### src/bad_cfg.svh
// offsets, field positions, reset values and timing counts of the boot loader
`ifndef BAD_CFG_SVH
`define BAD_CFG_SVH

// =====================================================================
// register byte offsets
`define BAD_OFF_CFG_ADDR 12'h000
`define BAD_OFF_SWITCH 12'h004
`define BAD_OFF_ACTIVE 12'h008
`define BAD_OFF_PARAM 12'h00c
`define BAD_OFF_CALL 12'h010
`define BAD_OFF_RESULT 12'h014
`define BAD_OFF_IRQ_STAT 12'h018
`define BAD_OFF_IRQ_MASK 12'h01c
`define BAD_OFF_BOOT 12'h020
`define BAD_OFF_DELAY 12'h7f0

// =====================================================================
// interrupt status bit positions
`define BAD_IRQ_CALL 0
`define BAD_IRQ_DELAY_DONE 1
`define BAD_IRQ_DELAY_REJ 2
`define BAD_IRQ_W 3

// =====================================================================
// values
`define BAD_DLY_MIN 32'h0000000a
`define BAD_DLY_MAX 32'h00000258
`define BAD_DLY_INIT 10'h00a
`define BAD_CFG_INIT 32'hc0a80a01
`define BAD_DEF_ADDR 32'hc0a80a0f
`define BAD_CALL_CODE 32'h0000007a
`define BAD_SW_ZERO 8'h00
`define BAD_SW_FULL 8'hff
`define BAD_RES_OK 8'h00
`define BAD_RES_BAD_CALL 8'h01
`define BAD_RES_NOT_RUN 8'h02
`define BAD_RES_BAD_ADDR 8'h03

// =====================================================================
// timing
`define BAD_STEP_MS 100
`define BAD_CLK_KHZ 100000
`define BAD_SUB_PER_STEP 16

`endif

### src/bad_pkg.sv
// types shared by the boot address and start-up delay block
`default_nettype none
package bad_pkg;
  // =====================================================================
  // boot sequence states, gray along sample -> delay -> run
  typedef enum logic [1:0] {
    BAD_SAMPLE = 2'b00,
    BAD_DELAY = 2'b01,
    BAD_RUN = 2'b11
  } bad_state_t;

  // =====================================================================
  // one wishbone request as seen by the slave
  typedef struct packed {
    logic cyc;
    logic stb;
    logic we;
    logic [11:0] adr;
    logic [3:0] sel;
    logic [31:0] dat;
  } bad_wb_req_t;

  // =====================================================================
  // latched switch pair
  typedef struct packed {
    logic [3:0] hi;
    logic [3:0] lo;
  } bad_switch_t;
endpackage : bad_pkg
`default_nettype wire

### src/bad_tick.sv
// sub-step and 100 ms step pulse generator for the start-up delay
`default_nettype none
`include "bad_cfg.svh"
module bad_tick #(
  parameter int unsigned SUB_CYCLES = 625000
) (
  input wire logic clk_i,
  input wire logic rst_i,
  input wire logic run_i,
  output logic sub_o,
  output logic step_o
);
  localparam int unsigned CW = $clog2(SUB_CYCLES + 1);
  localparam logic [CW-1:0] SUB_LAST = CW'(SUB_CYCLES - 1);
  localparam logic [3:0] STEP_LAST = 4'(`BAD_SUB_PER_STEP - 1);

  logic [CW-1:0] cyc_q;
  logic [3:0] sub_cnt_q;
  wire sub_end = run_i && (cyc_q == SUB_LAST);

  always_ff @(posedge clk_i) begin
    if (rst_i || !run_i) begin
      cyc_q <= '0;
      sub_cnt_q <= 4'h0;
      sub_o <= 1'b0;
      step_o <= 1'b0;
    end else begin
      cyc_q <= sub_end ? '0 : cyc_q + CW'(1);
      sub_o <= sub_end;
      step_o <= sub_end && (sub_cnt_q == STEP_LAST);
      if (sub_end) begin
        sub_cnt_q <= sub_cnt_q + 4'h1;
      end
    end
  end
endmodule // bad_tick
`default_nettype wire

### src/bad_core.sv
// boot address composer, run-time address change and start-up delay
`default_nettype none
`include "bad_cfg.svh"
module bad_core #(
  parameter int unsigned SUB_CYCLES =
    `BAD_STEP_MS * `BAD_CLK_KHZ / `BAD_SUB_PER_STEP
) (
  input wire logic clk_i,
  input wire logic rst_i,
  input wire logic wb_cyc_i,
  input wire logic wb_stb_i,
  input wire logic wb_we_i,
  input wire logic [11:0] wb_adr_i,
  input wire logic [3:0] wb_sel_i,
  input wire logic [31:0] wb_dat_i,
  output logic [31:0] wb_dat_o,
  output logic wb_ack_o,
  input wire logic [3:0] sw_hi_i,
  input wire logic [3:0] sw_lo_i,
  output logic [31:0] net_addr_o,
  output logic addr_apply_o,
  output logic sysbus_init_o,
  output logic app_launch_o,
  output logic run_led_o,
  output logic irq_o
);
  // =====================================================================
  // helpers
  function automatic logic hit(input logic [11:0] adr, input logic [11:0] off);
    hit = (adr[11:2] == off[11:2]);
  endfunction

  function automatic logic [31:0] merge(input logic [31:0] old,
                                        input logic [31:0] nw,
                                        input logic [3:0] sel);
    logic [31:0] r;
    r = old;
    for (int i = 0; i < 4; i++) begin
      if (sel[i]) begin
        r[8*i +: 8] = nw[8*i +: 8];
      end
    end
    merge = r;
  endfunction

  // =====================================================================
  // bus request decode
  bad_pkg::bad_wb_req_t req;
  assign req = '{cyc: wb_cyc_i, stb: wb_stb_i, we: wb_we_i, adr: wb_adr_i,
                 sel: wb_sel_i, dat: wb_dat_i};

  wire acc = req.cyc && req.stb && !wb_ack_o;
  wire wr = acc && req.we;
  wire wr_cfg = wr && hit(req.adr, `BAD_OFF_CFG_ADDR);
  wire wr_param = wr && hit(req.adr, `BAD_OFF_PARAM);
  wire wr_call = wr && hit(req.adr, `BAD_OFF_CALL);
  wire wr_stat = wr && hit(req.adr, `BAD_OFF_IRQ_STAT);
  wire wr_mask = wr && hit(req.adr, `BAD_OFF_IRQ_MASK);
  wire wr_dly = wr && hit(req.adr, `BAD_OFF_DELAY);

  // =====================================================================
  // state
  bad_pkg::bad_state_t state_q;
  bad_pkg::bad_switch_t sw_q;
  logic [31:0] cfg_q = `BAD_CFG_INIT;
  logic [9:0] dly_q = `BAD_DLY_INIT;
  logic [31:0] param_q;
  logic [7:0] res_q;
  logic [9:0] dly_lat_q;
  logic [9:0] step_cnt_q;
  logic [3:0] flash_cnt_q;
  logic [`BAD_IRQ_W-1:0] stat_q;
  logic [`BAD_IRQ_W-1:0] mask_q;
  logic sub_p;
  logic step_p;

  bad_tick #(
    .SUB_CYCLES(SUB_CYCLES)
  ) u_tick (
    .clk_i(clk_i),
    .rst_i(rst_i),
    .run_i(state_q == bad_pkg::BAD_DELAY),
    .sub_o(sub_p),
    .step_o(step_p)
  );

  // =====================================================================
  // boot address composition
  wire [7:0] sw_now = {sw_hi_i, sw_lo_i};
  wire [31:0] cfg_wr_val = merge(cfg_q, req.dat, req.sel);
  wire [31:0] boot_addr =
    (sw_now == `BAD_SW_ZERO) ? `BAD_DEF_ADDR :
    (sw_now == `BAD_SW_FULL) ? cfg_q :
    {cfg_q[31:8], sw_hi_i, sw_lo_i};

  // =====================================================================
  // address-change call and delay write checks
  wire [31:0] dly_wr_val = merge({22'h0, dly_q}, req.dat, req.sel);
  wire dly_ok = (dly_wr_val >= `BAD_DLY_MIN) && (dly_wr_val <= `BAD_DLY_MAX);
  wire call_code_ok = (req.dat == `BAD_CALL_CODE);
  wire call_run = (state_q == bad_pkg::BAD_RUN);
  wire call_addr_ok = (param_q != 32'h0);
  wire call_good = wr_call && call_code_ok && call_run && call_addr_ok;
  wire [7:0] call_res =
    !call_code_ok ? `BAD_RES_BAD_CALL :
    !call_run ? `BAD_RES_NOT_RUN :
    !call_addr_ok ? `BAD_RES_BAD_ADDR : `BAD_RES_OK;
  wire delay_end = (state_q == bad_pkg::BAD_DELAY) &&
                   (step_cnt_q == dly_lat_q);
  wire [9:0] remain = dly_lat_q - step_cnt_q;
  wire [3:0] flash_int = (remain > 10'h00f) ? 4'hf : remain[3:0];

  wire [`BAD_IRQ_W-1:0] ev;
  assign ev[`BAD_IRQ_CALL] = wr_call;
  assign ev[`BAD_IRQ_DELAY_DONE] = delay_end;
  assign ev[`BAD_IRQ_DELAY_REJ] = wr_dly && !dly_ok;

  // =====================================================================
  // read mux
  wire [31:0] rd_val =
    hit(req.adr, `BAD_OFF_CFG_ADDR) ? cfg_q :
    hit(req.adr, `BAD_OFF_SWITCH) ? {24'h0, sw_q} :
    hit(req.adr, `BAD_OFF_ACTIVE) ? net_addr_o :
    hit(req.adr, `BAD_OFF_PARAM) ? param_q :
    hit(req.adr, `BAD_OFF_RESULT) ? {24'h0, res_q} :
    hit(req.adr, `BAD_OFF_IRQ_STAT) ? {29'h0, stat_q} :
    hit(req.adr, `BAD_OFF_IRQ_MASK) ? {29'h0, mask_q} :
    hit(req.adr, `BAD_OFF_BOOT) ? {14'h0, state_q, 6'h0, step_cnt_q} :
    hit(req.adr, `BAD_OFF_DELAY) ? {22'h0, dly_q} : 32'h0;

  // =====================================================================
  // wishbone slave
  always_ff @(posedge clk_i) begin
    if (rst_i) begin
      wb_ack_o <= 1'b0;
      wb_dat_o <= 32'h0;
    end else begin
      wb_ack_o <= acc;
      wb_dat_o <= (acc && !req.we) ? rd_val : 32'h0;
    end
  end

  // =====================================================================
  // nonvolatile store and delay, not touched by reset
  always_ff @(posedge clk_i) begin
    if (wr_cfg) begin
      cfg_q <= cfg_wr_val;
    end
    if (wr_dly && dly_ok) begin
      dly_q <= dly_wr_val[9:0];
    end
  end

  // =====================================================================
  // boot sequence
  always_ff @(posedge clk_i) begin
    if (rst_i) begin
      state_q <= bad_pkg::BAD_SAMPLE;
      sw_q <= 8'h00;
      dly_lat_q <= 10'h000;
      step_cnt_q <= 10'h000;
      net_addr_o <= 32'h0;
      sysbus_init_o <= 1'b0;
      app_launch_o <= 1'b0;
    end else begin
      sysbus_init_o <= 1'b0;
      case (state_q)
        bad_pkg::BAD_SAMPLE: begin
          sw_q <= sw_now;
          net_addr_o <= boot_addr;
          dly_lat_q <= dly_q;
          step_cnt_q <= 10'h000;
          state_q <= bad_pkg::BAD_DELAY;
        end
        bad_pkg::BAD_DELAY: begin
          if (delay_end) begin
            state_q <= bad_pkg::BAD_RUN;
            sysbus_init_o <= 1'b1;
            app_launch_o <= 1'b1;
          end else if (step_p) begin
            step_cnt_q <= step_cnt_q + 10'h001;
          end
        end
        bad_pkg::BAD_RUN: begin
          if (call_good) begin
            net_addr_o <= param_q;
          end
        end
        default: state_q <= bad_pkg::BAD_SAMPLE;
      endcase
    end
  end

  // =====================================================================
  // call registers, run indicator, interrupts
  always_ff @(posedge clk_i) begin
    if (rst_i) begin
      param_q <= 32'h0;
      res_q <= `BAD_RES_OK;
      addr_apply_o <= 1'b0;
      flash_cnt_q <= 4'h0;
      run_led_o <= 1'b0;
      stat_q <= '0;
      mask_q <= '0;
      irq_o <= 1'b0;
    end else begin
      if (wr_param) begin
        param_q <= merge(param_q, req.dat, req.sel);
      end
      if (wr_call) begin
        res_q <= call_res;
      end
      addr_apply_o <= call_good;
      if (state_q == bad_pkg::BAD_RUN) begin
        run_led_o <= 1'b1;
      end else if (state_q == bad_pkg::BAD_DELAY && sub_p) begin
        if (flash_cnt_q >= flash_int) begin
          flash_cnt_q <= 4'h0;
          run_led_o <= !run_led_o;
        end else begin
          flash_cnt_q <= flash_cnt_q + 4'h1;
        end
      end
      // new events win over the write-one clear
      stat_q <= (stat_q & ~(wr_stat ? req.dat[`BAD_IRQ_W-1:0] : '0)) | ev;
      if (wr_mask) begin
        mask_q <= req.dat[`BAD_IRQ_W-1:0];
      end
      irq_o <= |(stat_q & mask_q);
    end
  end

  // =====================================================================
  // checks
  property p_sw_once;
    @(posedge clk_i) disable iff (rst_i)
    (state_q != bad_pkg::BAD_SAMPLE) |=> $stable(sw_q);
  endproperty
  a_sw_once: assert property (p_sw_once)
    else $error("switch value changed after boot sample");

  property p_sw_addr;
    @(posedge clk_i) disable iff (rst_i)
    ($past(state_q) == bad_pkg::BAD_SAMPLE && state_q == bad_pkg::BAD_DELAY &&
     sw_q != `BAD_SW_ZERO && sw_q != `BAD_SW_FULL)
    |-> net_addr_o == {$past(cfg_q[31:8]), sw_q.hi, sw_q.lo};
  endproperty
  a_sw_addr: assert property (p_sw_addr)
    else $error("switch-derived address wrong");

  property p_def_addr;
    @(posedge clk_i) disable iff (rst_i)
    (state_q == bad_pkg::BAD_DELAY && sw_q == `BAD_SW_ZERO)
    |-> net_addr_o == `BAD_DEF_ADDR;
  endproperty
  a_def_addr: assert property (p_def_addr)
    else $error("default address not used");

  property p_full_addr;
    @(posedge clk_i) disable iff (rst_i)
    ($past(state_q) == bad_pkg::BAD_SAMPLE && sw_q == `BAD_SW_FULL)
    |-> net_addr_o == $past(cfg_q);
  endproperty
  a_full_addr: assert property (p_full_addr)
    else $error("stored address not used unmodified");

  property p_launch;
    @(posedge clk_i) disable iff (rst_i)
    $rose(app_launch_o) |-> $past(step_cnt_q) == $past(dly_lat_q) &&
                            sysbus_init_o;
  endproperty
  a_launch: assert property (p_launch)
    else $error("launch before delay elapsed");

  property p_call_ok;
    @(posedge clk_i) disable iff (rst_i)
    call_good |=> res_q == `BAD_RES_OK && net_addr_o == $past(param_q) &&
                  addr_apply_o ##1 !addr_apply_o;
  endproperty
  a_call_ok: assert property (p_call_ok)
    else $error("successful call not applied");

  property p_call_err;
    @(posedge clk_i) disable iff (rst_i)
    (wr_call && !call_good) |=> res_q != `BAD_RES_OK && $stable(net_addr_o);
  endproperty
  a_call_err: assert property (p_call_err)
    else $error("failed call not reported");

  property p_call_keep;
    @(posedge clk_i) disable iff (rst_i)
    wr_call |=> $stable(cfg_q) && $stable(sw_q) && $stable(dly_q);
  endproperty
  a_call_keep: assert property (p_call_keep)
    else $error("call altered stored values");

  property p_dly_range;
    @(posedge clk_i) disable iff (rst_i)
    (wr_dly && !dly_ok) |=> $stable(dly_q) ##1 stat_q[`BAD_IRQ_DELAY_REJ];
  endproperty
  a_dly_range: assert property (p_dly_range)
    else $error("out-of-range delay accepted");

  property p_flash;
    @(posedge clk_i) disable iff (rst_i)
    (state_q == bad_pkg::BAD_DELAY && !$past(sub_p)) |-> $stable(run_led_o);
  endproperty
  a_flash: assert property (p_flash)
    else $error("indicator toggled off a sub-step");
endmodule // bad_core
`default_nettype wire

### config.mk
export PLATFORM = sky130hd
export DESIGN_NAME = bad_core
export DESIGN_NICKNAME = d
export VERILOG_FILES = /design/src/bad_pkg.sv /design/src/bad_tick.sv /design/src/bad_core.sv
export VERILOG_INCLUDE_DIRS = /design/src
export SDC_FILE = /design/constraint.sdc
export NUM_CORES = 1
export LEC_CHECK = 0
export ABC_CLOCK_PERIOD_IN_PS = 4330
export BUFFER_PORTS_ARGS = -buffer_cell sky130_fd_sc_hd__buf_2
export CAP_MARGIN = 30
export CORE_MARGIN = 1.5
export CORE_UTILIZATION = 30
export DETAILED_ROUTE_END_ITERATION = 10
export SETUP_SLACK_MARGIN = 0.3
export SYNTH_ARGS = -nofsm -noshare
export SYNTH_HDL_FRONTEND = slang
export SYNTH_SLANG_ARGS = --single-unit
export TNS_END_PERCENT = 5
### constraint.sdc
create_clock -name clk_i -period 4.33 [get_ports clk_i]
set_input_delay 0.2165 -clock clk_i [delete_from_list [all_inputs] [get_ports clk_i]]
set_output_delay 0.2165 -clock clk_i [all_outputs]
set_load 0.005 [all_outputs]
Word level (Yosys, flattened, before mapping) --
Index checks and enable logic that the tools add are counted. Widths: inputs -> output; s select.
Operators by class: add/subtract/negate cells 5, multiply operators 0, divide/modulo/power cells 0, order comparisons 4, equal/unequal tests 20, shift-type cells 0, muxes and demuxes 32, bitwise logic cells 7, reduce and logical (&&, ||, !) cells 52
Operator list (count):
- $mux 32 | 6
- $mux 18 | 4
- $pmux 32 s2 | 1
- $eq 10x3->1 const B | 4
- $mux 8 | 5
- $eq 32x7->1 const B | 1
- $ge 32x4->1 const B | 1
- $le 32x10->1 const B | 1
- $reduce_bool 32->1 | 1
- $mux 10 | 3
- $reduce_and 2->1 | 13
- $add 20x1->20 const B | 1
- $eq 10x2->1 const B | 2
- $eq 20x20->1 const B | 1
- $logic_and 1x1->1 | 20
- $pmux 10 s2 | 1
- $add 10x1->10 const B | 1
- $eq 10x1->1 const B | 1
- $eq 10x10->1 | 1
- $eq 10x4->1 const B | 1
- $eq 10x9->1 const B | 1
- $gt 10x4->1 const B | 1
- $logic_not 10->1 | 1
- $sub 10x10->10 | 1
- other kinds (25) | 47
Word-level totals: register bits 218, bits in latches 0, memory bits (writable) 0, bits in read-only memories 0, word-level logic and storage cells 150, memories kept 0

Logic depth before layout (Yosys ltp) --
depth after elaboration 10, mapped depth 16

Cells and area by module --
A second synthesis with hierarchy kept.
Second synthesis, totals: cell total of the unflattened synthesis 1065, area total of the unflattened synthesis 10014.6 um^2
Modules (own cells, without submodules):
- bad_core | times used 1, cells an instance 928, area an instance 8775.9 um^2, sequential area each 4144.0 um^2
- bad_tick | times used 1, cells an instance 137, area an instance 1238.7 um^2, sequential area each 520.5 um^2

Worst setup path after synthesis --
Ideal clock, no wire load.
path kind register to register, from register step_cnt_q[6], to register run_led_o, setup time 137 ps, arrival 3192 ps, required time 4193 ps, slack 1001 ps, stages on the path, launching flop included 17, path buffers 1, clock period less this slack 3329 ps, cell sequence dfxtp_1 > inv_1 > ha_1 > clkbuf_1 > or3b_2 > o211ai_1 > a2111o_1 > a211oi_1 > nand4_1 > or2_2 > ha_1 > nand2b_1 > a21o_1 > a21o_1 > a21oi_1 > or3_1 > a31oi_1
On the way: longest elaborated chain between the ends 6
RTL lines:
- from (decl) | line bad_core.sv:70 | logic [9:0] step_cnt_q;
- from (signal assigned) | line bad_core.sv:181 | step_cnt_q <= step_cnt_q + 10'h001;
- $sub 10x10->10 | line bad_core.sv:110 | wire [9:0] remain = dly_lat_q - step_cnt_q;
- $gt 10x4->1 | line bad_core.sv:111 | wire [3:0] flash_int = (remain > 10'h00f) ? 4'hf : remain[3:0];
- $mux 4 | line bad_core.sv:111
- $ge 4x4->1 | line bad_core.sv:217 | if (flash_cnt_q >= flash_int) begin
- $reduce_bool 2->1 (no line)
- $reduce_and 2->1 (no line)
- to (signal assigned) | line bad_core.sv:219 | run_led_o <= !run_led_o;
- to (decl) | line bad_core.sv:24 | output logic run_led_o,
No other way between the ends. A chain may end at the register's enable or synchronous reset.

Worst setup path after layout --
from register step_cnt_q[6], to register flash_cnt_q[1]
On the way: longest elaborated chain between the ends 5
RTL lines:
- $sub 10x10->10 | line bad_core.sv:110
- $gt 10x4->1 | line bad_core.sv:111
- $mux 4 | line bad_core.sv:111
- $ge 4x4->1 | line bad_core.sv:217
- $mux 4 | line bad_core.sv:217
- to (signal assigned) | line bad_core.sv:221 | flash_cnt_q <= flash_cnt_q + 4'h1;
- to (decl) | line bad_core.sv:71 | logic [3:0] flash_cnt_q;
No other way between the ends.

==> flow_metrics.tcl <==
set metrics [dict create \
    status "finished, final reports clean" \
    synth.avg_cell_area_um2 8.98 \
    fp.dieArea_um2 33900 \
    portBuffers 128 \
    fin_setup_tns_ns 0 \
    postRouteAntennaNets 0 \
    mostFrequentLayoutCell "dfxtp_1" \
    dp.final_hpwl_um 21500 \
    gr-total-overflow 0 \
    max_freq_mhz 273 \
    clockBufferDepth 3 \
    final_util_pct 37.5 \
    synth-seq-area-share_pct 47.4 \
    synth_cell_types 72 \
    setup_violations 0 \
    fin_crit_sh_pct 84.6 \
    crit_arrival_ns 4.12 \
    syn_to_final_growth_pct 23.4 \
    detail_route.first_pass.iterations 9 \
    postCtsSetupBuffers 0 \
    core_area_um2 32500 \
    vias_per_cell 5.21 \
    pwr_density_cell_nw_per_um2 376 \
    syn_inst 1097 \
    antenna_found_initial 2 \
    die_h_um 184 \
    hp-class "in2reg" \
    swShare_pct 25.2 \
    p_switching_mw 1.15 \
    grt_pass1_wl_um 47500 \
    drive_gt1_share_pct 16.9 \
    placed_cells 1619 \
    syn_nets 1176 \
    num_vias 8885 \
    r2r.worst_path.cells 15 \
    drt_iter0_markers 648 \
    finalMaxSlewViolations 0 \
    ys.warnings.count 0 \
    die_w_um 184 \
    crit_path_end_kind "flip-flop" \
    layout_common_cells "dfxtp_1 (170), nor2_1 (148), buf_2 (127)" \
    hold_ws_ns 0.0217 \
    critPathKind "reg2reg" \
    cts_tree "done" \
    cts_resized 0 \
    max_slew_margin_pct 31.5 \
    setup_ws_ns 0.668 \
    fillCellCount 3276 \
    numCtsBuffers 25 \
    maxCapViolations 0 \
    cts.clk_slew.worst_paths_ns 0.06 \
    clkPwrFrac_pct 45.3 \
    grt_max_degree 87 \
    cts-root-buf "clkbuf_16" \
    async_reset_ff_share_pct 0 \
    synth_ff_type "dfxtp_1" \
    dp_slack_ns 0.724 \
    p_int_mw 3.42 \
    drc 0 \
    worstPathRequired_ns 4.79 \
    holdPathStages 2 \
    fin_crit_ns 3.66 \
    numClockSinks 212 \
    instances_no_fill 1707 \
    final-seq-area_um2 4660 \
    ys_ff_latch 212 \
    gp_congestion 0.841 \
    pwr-share-comb_pct 9.1 \
    rsz0062_at_grt "false" \
    skew_ns 0.0208 \
    hold_viol 0 \
    floorplan.rows 66 \
    multi_input_area_um2 4810 \
    seqPwrFrac_pct 45.6 \
    peakVddDrop_uv 254 \
    fin_area_um2 12200 \
    clock_latency_ns 0.55 \
    synth_edf_count 42 \
    wirelength_um 30800 \
    tightest_slew_ns 1.01 \
    grt_pass1_vias 8468 \
    initial_utilization_pct 30.4 \
    ios 131 \
    mappedNetlistArea_um2 9850 \
    grt_usage_pct 17.8 \
    leakage_nw 4.66 \
    wl_per_cell_um 18.0 \
    critPathMaxFanout 9 \
    cts_hold_buf 41 \
    cts.htree.levels 1 \
    nets 1325 \
    p_total_mw 4.57 \
    placed_cell_area_um2 10900 \
    critPathLaunchType "flip-flop" \
]
final timing paths:
check | start | end | slack, ns
max | step_cnt_q[6] | flash_cnt_q[1] | 0.67
min | rst_i | net_addr_o[7] | 0.02
max reg2reg | step_cnt_q[6] | flash_cnt_q[1] | 0.67
min reg2reg | app_launch_o | app_launch_o | 0.45
Yosys cell counts, types with 19 or more instances:
library cell | count | area [um^2]
o21ai_0 | 20 | 100
nor4_1 | 22 | 138
edfxtp_1 | 42 | 1260
dfxtp_1 | 170 | 3400
clkbuf_1 | 49 | 184
nand3_1 | 53 | 265
a211oi_1 | 24 | 180
inv_1 | 30 | 113
nor2_1 | 148 | 556
a22oi_1 | 19 | 143
nand2_1 | 115 | 432
a21oi_1 | 107 | 536
xnor2_1 | 19 | 166
mux2i_1 | 46 | 460
cells by family after synthesis:
| group | Yosys count | share of synthesized area [%] |
|---|---|---|
| and+or+nand+nor | 447 | 21.6 |
| AOI/OAI and AO/OA | 236 | 15.9 |
| DFF | 212 | 47.4 |
| buffers and inverters | 93 | 3.86 |
| muxes | 57 | 5.93 |
| xor gates and xnor gates | 34 | 3.02 |
| adders and majority gates | 18 | 2.36 |
power by group through the flow:
stage | clock network [mW] | registers [mW] | logic, mW
finish | 2.07 | 2.09 | 0.414
global route | 2.19 | 2.09 | 0.453
CTS | 2.11 | 2.08 | 0.408
detailed placement | 0 | 2.13 | 0.377
global placement | 0 | 2.13 | 0.371
floorplan | 0 | 2.12 | 0.233
sequential cells by signal, indices dropped and copies added (netlist names):
register          count
u_tick.sub_o          1
wb_dat_o             32
state_q               2
run_led_o             1
cfg_q                32
wb_ack_o              1
addr_apply_o          1
net_addr_o           32
flash_cnt_q           4
u_tick.step_o         1
mask_q                3
irq_o                 1
param_q              32
stat_q                3
app_launch_o          1
u_tick.cyc_q         20
step_cnt_q           10
res_q                 2
sysbus_init_o         1
dly_q                10
sw_q                  8
dly_lat_q            10
u_tick.sub_cnt_q      4
worst max-delay path, stage by stage, from the launching register on:
cell,delay [ns]
dfxtp_1,0.39
inv_1,0.09
ha_1,0.39
or3b_2,0.23
o211ai_1,0.09
a2111o_1,0.40
a211oi_1,0.27
nand4_1,0.20
or2_2,0.32
ha_1,0.26
nand2b_1,0.13
a21o_1,0.17
a21o_1,0.17
a21oi_1,0.19
o21bai_1,0.14
a21oi_1,0.16
layer usage:
layer	up-vias	share of wire, %	track usage, %
met5	-	0.042	0
met4	2	2.4	5.31
met3	54	6.5	2.98
met2	331	48	30.3
met1	4238	43	23.2
li1	4260	-	-
layout make-up:
cell class / count / area share (%)
Antenna cell: 1 / 0.0206
Multi-Input combinational cell: 792 / 39.6
Timing Repair Buffer: 185 / 9.82
Clock inverter: 9 / 0.638
Inverter: 30 / 0.926
Tap cell: 442 / 4.55
Sequential cell: 212 / 38.4
Clock buffer: 36 / 6.07
Note: power is estimated with default switching activity, not from simulation.
